`config.mk`:
```
export PLATFORM = sky130hd
export DESIGN_NAME = sdi_top
export DESIGN_NICKNAME = d
export VERILOG_FILES = /design/src/hw/sdi_pkg.sv /design/src/hw/sdi_ser_if.sv /design/src/hw/sdi_serial.sv /design/src/hw/sdi_top.sv
export SDC_FILE = /design/constraint.sdc
export NUM_CORES = 1
export LEC_CHECK = 0
export BUFFER_PORTS_ARGS = -buffer_cell sky130_fd_sc_hd__clkbuf_2
export CAP_MARGIN = 20
export CORE_UTILIZATION = 25
export CTS_CLUSTER_DIAMETER = 100
export DETAILED_ROUTE_END_ITERATION = 10
export SYNTH_ARGS = -nofsm -noshare
export SYNTH_HDL_FRONTEND = slang
export SYNTH_SLANG_ARGS = --single-unit
```
`constraint.sdc`:
```
create_clock -name sys_clk -period 3.16 [get_ports sys_clk]
set_input_delay 0.79 -clock sys_clk [delete_from_list [all_inputs] [get_ports sys_clk]]
set_output_delay 0.79 -clock sys_clk [all_outputs]
set_load 0.005 [all_outputs]
```
`src/hw/sdi_pkg.sv`:
```
// Summary of operation
// One open-drain pin, half duplex only
// Bytes framed as start, eight data, stop
// Host sends commands led by command byte
// Return to looped breakpoint sets debug mode
// Most commands disabled while only looping
// Breakpoint instruction decodes from opcode 00H
// Subset outside debug mode, all inside (code: the rest only with cpu_stopped also high)
// Read protection refuses several commands
// Commands 00H, 02H, 04H, 05H always accepted
// Runtime counter command 03H debug mode only
// Protected control write cannot clear mode
// Pin released when idle, driven low only
package sdi_pkg;
	// Core clock and serial rate
	localparam int CLK_HZ = 10000000;
	localparam int DBG_BAUD = 115200;
	localparam int BIT_CYCLES = CLK_HZ / DBG_BAUD;
	localparam int HALF_BIT_CYCLES = BIT_CYCLES / 2;
	localparam int BIT_CNT_W = 8;
	localparam logic [BIT_CNT_W-1:0] BIT_LAST = 8'(BIT_CYCLES - 1);
	localparam logic [BIT_CNT_W-1:0] HALF_LAST = 8'(HALF_BIT_CYCLES - 1);
	// Data bits per character
	localparam logic [3:0] DATA_BITS = 4'h8;
	// Command bytes
	localparam logic [7:0] CMD_READ_REV = 8'h00;
	localparam logic [7:0] CMD_READ_STATUS = 8'h02;
	localparam logic [7:0] CMD_READ_RUNTIME = 8'h03;
	localparam logic [7:0] CMD_WRITE_CTRL = 8'h04;
	localparam logic [7:0] CMD_READ_CTRL = 8'h05;
	// Breakpoint opcode, equal to a fully programmed flash byte
	localparam logic [7:0] BRK_OPCODE = 8'h00;
	// Revision value, arbitrary
	localparam logic [15:0] DBG_REVISION = 16'h0A01;
	// Control byte fields
	localparam int CTRL_MODE_BIT = 7;
	localparam logic [7:0] CTRL_RESET = 8'h00;
	// Status byte fields
	localparam int STAT_MODE_BIT = 7;
	localparam int STAT_PROT_BIT = 5;
	// Runtime counter width
	localparam int RUN_W = 16;
	// Command front end states
	typedef enum logic [1:0] {SDI_IDLE, SDI_GET_DATA, SDI_SEND} sdi_state_t;
endpackage

```
`src/hw/sdi_ser_if.sv`:
```
`timescale 1ns/1ps
// Byte stream between command core and serial pin engine
interface sdi_ser_if;
	logic rx_valid; // One-cycle pulse, received byte
	logic [7:0] rx_data; // Received byte
	logic tx_valid; // Byte offered for sending
	logic tx_ready; // Engine idle, will take byte
	logic [7:0] tx_data; // Byte to send
	modport core (input rx_valid, input rx_data, input tx_ready, output tx_valid, output tx_data);
	modport phy (output rx_valid, output rx_data, output tx_ready, input tx_valid, input tx_data);
endinterface

```
`src/hw/sdi_serial.sv`:
```
`timescale 1ns/1ps
// Half-duplex asynchronous byte engine on one open-drain pin
module sdi_serial (
	input wire logic sys_clk,
	input wire logic rst_n,
	input wire logic pin_in,
	output logic pin_out,
	output logic pin_oe,
	sdi_ser_if.phy ser
);
	// Transmit and receive share one counter set; never both at once
	typedef enum logic [1:0] {SDI_S_IDLE, SDI_S_RX, SDI_S_TX} sdi_ser_state_t;
	sdi_ser_state_t state_reg; // Engine phase
	logic [7:0] bit_cnt_reg; // Cycles within one bit
	logic [3:0] bit_idx_reg; // Bit position, 0 is start bit
	logic [9:0] shift_reg; // Character being shifted
	logic bit_end; // Last cycle of a bit period

	assign bit_end = (bit_cnt_reg == sdi_pkg::BIT_LAST);

	// Receive starts only while idle, so own transmission is never heard
	always_ff @(posedge sys_clk or negedge rst_n) begin
		if (!rst_n) begin
			state_reg <= SDI_S_IDLE;
			bit_cnt_reg <= 8'h00;
			bit_idx_reg <= 4'h0;
			shift_reg <= 10'h3FF;
		end else begin
			case (state_reg)
				SDI_S_IDLE: begin
					bit_idx_reg <= 4'h0;
					if (ser.tx_valid) begin
						// Stop, data LSB first, start bit
						shift_reg <= {1'b1, ser.tx_data, 1'b0};
						bit_cnt_reg <= 8'h00;
						state_reg <= SDI_S_TX;
					end else if (!pin_in) begin
						// Start edge: aim sampling at bit centres
						bit_cnt_reg <= sdi_pkg::BIT_LAST - sdi_pkg::HALF_LAST;
						state_reg <= SDI_S_RX;
					end
				end
				SDI_S_RX: begin
					bit_cnt_reg <= bit_end ? 8'h00 : bit_cnt_reg + 8'h01;
					if (bit_end) begin
						bit_idx_reg <= bit_idx_reg + 4'h1;
						shift_reg <= {pin_in, shift_reg[9:1]};
						// Glitch on start bit aborts the character
						if (bit_idx_reg == 4'h0 && pin_in) begin
							state_reg <= SDI_S_IDLE;
						end else if (bit_idx_reg == sdi_pkg::DATA_BITS + 4'h1) begin
							state_reg <= SDI_S_IDLE;
						end
					end
				end
				SDI_S_TX: begin
					bit_cnt_reg <= bit_end ? 8'h00 : bit_cnt_reg + 8'h01;
					if (bit_end) begin
						bit_idx_reg <= bit_idx_reg + 4'h1;
						shift_reg <= {1'b1, shift_reg[9:1]};
						if (bit_idx_reg == sdi_pkg::DATA_BITS + 4'h1) begin
							state_reg <= SDI_S_IDLE;
						end
					end
				end
				default: state_reg <= SDI_S_IDLE;
			endcase
		end
	end

	// Received byte pulse; a bad stop bit drops the byte
	always_ff @(posedge sys_clk or negedge rst_n) begin
		if (!rst_n) begin
			ser.rx_valid <= 1'b0;
			ser.rx_data <= 8'h00;
		end else begin
			ser.rx_valid <= 1'b0;
			if (state_reg == SDI_S_RX && bit_end
					&& bit_idx_reg == sdi_pkg::DATA_BITS + 4'h1 && pin_in) begin
				ser.rx_valid <= 1'b1;
				ser.rx_data <= shift_reg[9:2];
			end
		end
	end

	// Pin drive: low only, released for a one bit
	always_ff @(posedge sys_clk or negedge rst_n) begin
		if (!rst_n) begin
			pin_out <= 1'b0;
			pin_oe <= 1'b0;
		end else begin
			pin_out <= 1'b0;
			pin_oe <= (state_reg == SDI_S_TX) && !shift_reg[0];
		end
	end

	// Engine ready only when fully idle
	assign ser.tx_ready = (state_reg == SDI_S_IDLE);
endmodule

```
`src/hw/sdi_top.sv`:
```
`timescale 1ns/1ps
// Debug command front end behind the single serial pin
module sdi_top (
	input wire logic sys_clk,
	input wire logic rst_n,
	// Debug serial pin, open drain
	input wire logic debug_serial_pin_in,
	output logic debug_serial_pin_out,
	output logic debug_serial_pin_oe,
	// CPU side
	input wire logic cpu_fetch_valid,
	input wire logic [7:0] cpu_fetch_opcode,
	input wire logic cpu_isr_return,
	input wire logic cpu_stopped,
	// Option bit from flash
	input wire logic read_protect_option,
	// Outputs to CPU and rest of debugger
	output logic debug_mode_flag,
	output logic breakpoint_loop,
	output logic other_cmd_valid,
	output logic [7:0] other_cmd_code,
	output logic cmd_refused
);
	sdi_ser_if ser (); // Byte stream to pin engine

	sdi_pkg::sdi_state_t state_reg; // Command phase
	logic [7:0] ctrl_reg; // Debugger control byte
	logic [7:0] ctrl_next; // Control byte after a host write
	logic [sdi_pkg::RUN_W-1:0] run_cnt_reg; // Runtime counter
	logic [15:0] reply_reg; // Reply bytes, high first
	logic [1:0] reply_left_reg; // Reply bytes still to send
	logic tx_valid_reg; // Byte offered to engine
	logic [7:0] tx_data_reg; // Byte being offered
	logic brk_seen_reg; // CPU is looping on a breakpoint
	logic cmd_ok; // Command allowed right now
	logic [7:0] status_byte; // Live status view
	logic full_access; // Debug mode and stopped CPU

	// Serial pin engine, keeps the half-duplex discipline
	sdi_serial u_serial (
		.sys_clk(sys_clk),
		.rst_n(rst_n),
		.pin_in(debug_serial_pin_in),
		.pin_out(debug_serial_pin_out),
		.pin_oe(debug_serial_pin_oe),
		.ser(ser.phy)
	);

	assign ser.tx_valid = tx_valid_reg;
	assign ser.tx_data = tx_data_reg;

	// Debug mode flag lives in the control byte
	assign debug_mode_flag = ctrl_reg[sdi_pkg::CTRL_MODE_BIT];

	// Status byte: mode and protection
	always_comb begin
		status_byte = 8'h00;
		status_byte[sdi_pkg::STAT_MODE_BIT] = ctrl_reg[sdi_pkg::CTRL_MODE_BIT];
		status_byte[sdi_pkg::STAT_PROT_BIT] = read_protect_option;
	end

	// Full command set needs a stopped CPU in debug mode
	assign full_access = debug_mode_flag && cpu_stopped;

	// Command gating table
	always_comb begin
		if (ser.rx_data == sdi_pkg::CMD_READ_REV) begin
			cmd_ok = 1'b1;
		end else if (ser.rx_data == sdi_pkg::CMD_READ_STATUS) begin
			cmd_ok = 1'b1;
		end else if (ser.rx_data == sdi_pkg::CMD_WRITE_CTRL) begin
			cmd_ok = 1'b1;
		end else if (ser.rx_data == sdi_pkg::CMD_READ_CTRL) begin
			cmd_ok = 1'b1;
		end else if (ser.rx_data == sdi_pkg::CMD_READ_RUNTIME) begin
			// Debug mode only; protection leaves it alone
			cmd_ok = debug_mode_flag;
		end else begin
			// Everything else: full access and no read protection
			cmd_ok = full_access && !read_protect_option; // see R7
		end
	end

	// Control byte as a host write would leave it
	always_comb begin
		ctrl_next = ser.rx_data;
		// Protected part: the mode flag may be set but not cleared
		if (read_protect_option && debug_mode_flag) begin
			ctrl_next[sdi_pkg::CTRL_MODE_BIT] = 1'b1;
		end
	end

	// Command sequencer; bytes arrive one at a time from the host
	always_ff @(posedge sys_clk or negedge rst_n) begin
		if (!rst_n) begin
			state_reg <= sdi_pkg::SDI_IDLE;
			reply_reg <= 16'h0000;
			reply_left_reg <= 2'h0;
		end else begin
			case (state_reg)
				sdi_pkg::SDI_IDLE: begin
					// Leading byte names the command
					if (ser.rx_valid && cmd_ok) begin
						if (ser.rx_data == sdi_pkg::CMD_READ_REV) begin
							reply_reg <= sdi_pkg::DBG_REVISION;
							reply_left_reg <= 2'h2;
							state_reg <= sdi_pkg::SDI_SEND;
						end else if (ser.rx_data == sdi_pkg::CMD_READ_STATUS) begin
							reply_reg <= {status_byte, 8'h00};
							reply_left_reg <= 2'h1;
							state_reg <= sdi_pkg::SDI_SEND;
						end else if (ser.rx_data == sdi_pkg::CMD_READ_RUNTIME) begin
							// Snapshot so both bytes are coherent
							reply_reg <= run_cnt_reg;
							reply_left_reg <= 2'h2;
							state_reg <= sdi_pkg::SDI_SEND;
						end else if (ser.rx_data == sdi_pkg::CMD_WRITE_CTRL) begin
							state_reg <= sdi_pkg::SDI_GET_DATA;
						end else if (ser.rx_data == sdi_pkg::CMD_READ_CTRL) begin
							reply_reg <= {ctrl_reg, 8'h00};
							reply_left_reg <= 2'h1;
							state_reg <= sdi_pkg::SDI_SEND;
						end
					end
				end
				sdi_pkg::SDI_GET_DATA: begin
					// Data byte of a control write
					if (ser.rx_valid) begin
						state_reg <= sdi_pkg::SDI_IDLE;
					end
				end
				sdi_pkg::SDI_SEND: begin
					// Hand over next byte once engine is free
					if (ser.tx_ready && !tx_valid_reg) begin
						reply_reg <= {reply_reg[7:0], 8'h00};
						reply_left_reg <= reply_left_reg - 2'h1;
						if (reply_left_reg == 2'h1) begin
							state_reg <= sdi_pkg::SDI_IDLE;
						end
					end
				end
				default: state_reg <= sdi_pkg::SDI_IDLE;
			endcase
		end
	end

	// Transmit offer: one cycle, engine takes it at once when idle
	always_ff @(posedge sys_clk or negedge rst_n) begin
		if (!rst_n) begin
			tx_valid_reg <= 1'b0;
			tx_data_reg <= 8'h00;
		end else begin
			tx_valid_reg <= 1'b0;
			if (state_reg == sdi_pkg::SDI_SEND && ser.tx_ready && !tx_valid_reg) begin
				tx_valid_reg <= 1'b1;
				tx_data_reg <= reply_reg[15:8];
			end
		end
	end

	// Breakpoint loop tracking from the fetch stream
	always_ff @(posedge sys_clk or negedge rst_n) begin
		if (!rst_n) begin
			brk_seen_reg <= 1'b0;
		end else if (cpu_fetch_valid) begin
			// Opcode 00H plants a breakpoint in blank-programmed flash
			brk_seen_reg <= (cpu_fetch_opcode == sdi_pkg::BRK_OPCODE);
		end
	end

	// Control byte; breakpoint return wins over a host write
	always_ff @(posedge sys_clk or negedge rst_n) begin
		if (!rst_n) begin
			ctrl_reg <= sdi_pkg::CTRL_RESET;
		end else begin
			if (state_reg == sdi_pkg::SDI_GET_DATA && ser.rx_valid) begin
				ctrl_reg <= ctrl_next;
			end
			// Back from interrupt onto the looped breakpoint: enter debug mode
			if (cpu_isr_return && brk_seen_reg) begin
				ctrl_reg[sdi_pkg::CTRL_MODE_BIT] <= 1'b1;
			end
		end
	end

	// Runtime counter runs while the program runs, saturates at top
	always_ff @(posedge sys_clk or negedge rst_n) begin
		if (!rst_n) begin
			run_cnt_reg <= '0;
		end else if (!debug_mode_flag && run_cnt_reg != '1) begin
			run_cnt_reg <= run_cnt_reg + 16'h0001;
		end
	end

	// Status outputs to CPU and rest of debugger
	always_ff @(posedge sys_clk or negedge rst_n) begin
		if (!rst_n) begin
			breakpoint_loop <= 1'b0;
			other_cmd_valid <= 1'b0;
			other_cmd_code <= 8'h00;
			cmd_refused <= 1'b0;
		end else begin
			breakpoint_loop <= brk_seen_reg && !debug_mode_flag;
			other_cmd_valid <= 1'b0;
			cmd_refused <= 1'b0;
			if (state_reg == sdi_pkg::SDI_IDLE && ser.rx_valid) begin
				// Refused commands are dropped silently on the pin
				cmd_refused <= !cmd_ok; // see R5
				if (cmd_ok && ser.rx_data != sdi_pkg::CMD_READ_REV
						&& ser.rx_data != sdi_pkg::CMD_READ_STATUS
						&& ser.rx_data != sdi_pkg::CMD_READ_RUNTIME
						&& ser.rx_data != sdi_pkg::CMD_WRITE_CTRL
						&& ser.rx_data != sdi_pkg::CMD_READ_CTRL) begin
					// Full-access command handed to the rest of the debugger
					other_cmd_valid <= 1'b1;
					other_cmd_code <= ser.rx_data;
				end
			end
		end
	end
endmodule

```
==> results.txt <==
synth cell count leaders - dfrtp_1, nand2_1, mux2_2
Primary FF master, synth - dfrtp_1
vias post-DR - 3496
leak pwr - 2.549 nW
most common cell in the synthesized netlist - dfrtp_1
Final Slew Violations - 0
CTS resizes - 0
post-DP HPWL - 7710 um
Routed WL per cell - 14.04 um
synth unique cells - 63
antenna diode count - 0
final net count - 517
clk_lat worst skew - 350 ps
min Tclk post-route - 2746 ps
synthesis warning total - 0
fin cells - 756
vias in the first global route - 3432
I/O Pins - 29
critical path fanouts, max - 18
Arr. time, crit path - 2980 ps
RePlAce Congestion - 0.8738
area growth from synthesis to layout - 14.61%
largest net degree at the start of global routing - 44
syn_nets - 490
Cells after DPL - 740
Mean Syn Cell Area - 10.52 um^2
wirelength, routed - 10610 um
Post-CTS Hold Buffers - 0
first-pass GRT wire length - 17680 um
Yosys top cell area share - 45.62%
clk slew on worst S/H paths - 70 ps
Worst Tran Pin Value - 912.3 ps
die width - 141.7 um
Row Count - 50
worst-case vdd ir drop - 0.2864 mV
fin crit share - 86.89%
Sink Count - 99
CTS tree - yes
Seq/Total Area, Yosys - 51.00%
synthesized cell area - 0.004882 mm^2
Worst Skew - 9.256 ps
IO buf count - 27
max cap viols - 0
Hold Crit Class - primary input to async pin
drt pass-1 iters - 5
# fillers - 1979
R2R depth - 7
ys async rst share - 100.0%
die area - 0.02009 mm^2
htree depth - 3
antenna-violating nets left - 0
Vias/cell - 4.624
Iter 0 DRT Violations - 209
WS Path Type - flip-flop to flip-flop
fmax - 364.2 MHz
Setup TNS - 0 ps
Clock Path Buffers - 2
Worst slew margin - 37.61%
gr ovfl total - 0
postcts setup bufs - 0
sequential cell area - 0.002490 mm^2
antenna violations before repair - 0
Hold Fails Final Rpt - 0
crit end category - flip-flop
root buffer cell - clkbuf_16
status - finished, final reports clean
Die Ht - 141.7 um
startpoint types - flip-flop
Pwr Density - 630.2 mW/mm^2
DRC Markers - 0
Total GRT Usage - 11.36%
Setup-failing EPs final - 0
cell type with the largest total area after synthesis - dfrtp_1
core area - 0.01889 mm^2
CTS Buf Count - 9
Syn Inst Count - 464
initial core utilization - 25.84%
RSZ-0062 raised after global routing - false
share of layout cells above drive strength 1 - 21.37%
Multi-input gate area - 0.002180 mm^2
synth top area cells - dfrtp_1, mux2_2, dfstp_2
number of synthesized flops with an enable pin - 0
Required @ worst endpoint - 3390 ps
flop and latch count out of synthesis - 99
metrics by stage:
step | setup slack (ps) | instance area, um^2 | total power [mW] | util (%) | hold WS (ps)
after CTS | 395.4 | 5595 | 3.566 | 29.62 | 430.2
after floorplan | 986.8 | 4882 | 2.203 | - | 451.2
after global placement | 518.2 | 5295 | 2.392 | 28.03 | 471.8
final | 414.2 | 5595 | 3.526 | 29.62 | 421.1
after detailed placement | 428.0 | 5295 | 2.437 | 28.03 | 477.7
after global routing | 303.8 | 5595 | 3.734 | 29.62 | 464.6
power breakdown:
group          internal (mW)  switching (mW)  total [mW]
combinational          0.323           0.422       0.745
sequential              1.51           0.158        1.67
clock                  0.619           0.490        1.11
total                   2.46            1.07        3.53
layout make-up:
cell class              instances  share of cell area [%]
clock buffers                   9                   4.025
clock inverters                 7                   1.342
inverters                      20                   1.431
multi-input cells             323                   38.95
flip-flops and latches         99                   44.50
well taps                     260                   5.814
repair buffers                 38                   3.936
worst max-delay path, stage by stage, from the launching register on:
cell and delay [ps]:
dfrtp_1 420, inv_1 110, ha_1 270, and2b_1 170, and2_1 260, and4b_2 250, or3_1 720, mux2_2 420
path summary, 6_finish.rpt:
kind                                       start               to  slack (ps)
max                        u_serial.state_reg[0]     reply_reg[9]         410
min                                        rst_n  other_cmd_valid         420
max reg2reg                u_serial.state_reg[0]     reply_reg[9]         410
min reg2reg                u_serial.shift_reg[0]  u_serial.pin_oe         490
max in group asynchronous                  rst_n     reply_reg[5]        1980
min in group sys_clk       u_serial.shift_reg[0]  u_serial.pin_oe         490
cell families after synthesis:
kind of cell	share of synthesized area (%)
AOI/OAI and AO/OA	11.81
other	0.07681
muxes	9.226
buffers and inverters	4.357
and+or+nand+nor	17.30
DFF	51.00
adders and majority gates	2.819
xor gates and xnor gates	3.409
layer usage:
metal / vias to the layer above / share of wire [%] / track usage (%)
met4: 0 / 1.4 / 4.358
met3: 9 / 3.2 / 2.430
met5: - / 0 / 0
met2: 78 / 47 / 17.84
met1: 1729 / 48 / 15.26
li1: 1680 / - / -
cells in the final DEF, fill, tap and decap left out, types with 5 or more instances in the layout:
| master | n |
|---|---|
| buf_4 | 12 |
| nand2_1 | 60 |
| mux2_2 | 31 |
| nand2b_1 | 11 |
| dfstp_2 | 10 |
| nand4_1 | 6 |
| xnor2_1 | 17 |
| nor2b_1 | 13 |
| clkbuf_16 | 9 |
| nor2_1 | 24 |
| and3_1 | 6 |
| dfrtp_1 | 89 |
| ha_1 | 11 |
| nand3_1 | 12 |
| a21oi_1 | 28 |
| inv_1 | 19 |
| a31oi_1 | 10 |
| a221oi_1 | 5 |
| mux2i_1 | 9 |
| clkbuf_2 | 26 |
| o21ai_0 | 21 |
| nor3_1 | 5 |
Note: power is estimated with default switching activity, not from simulation.
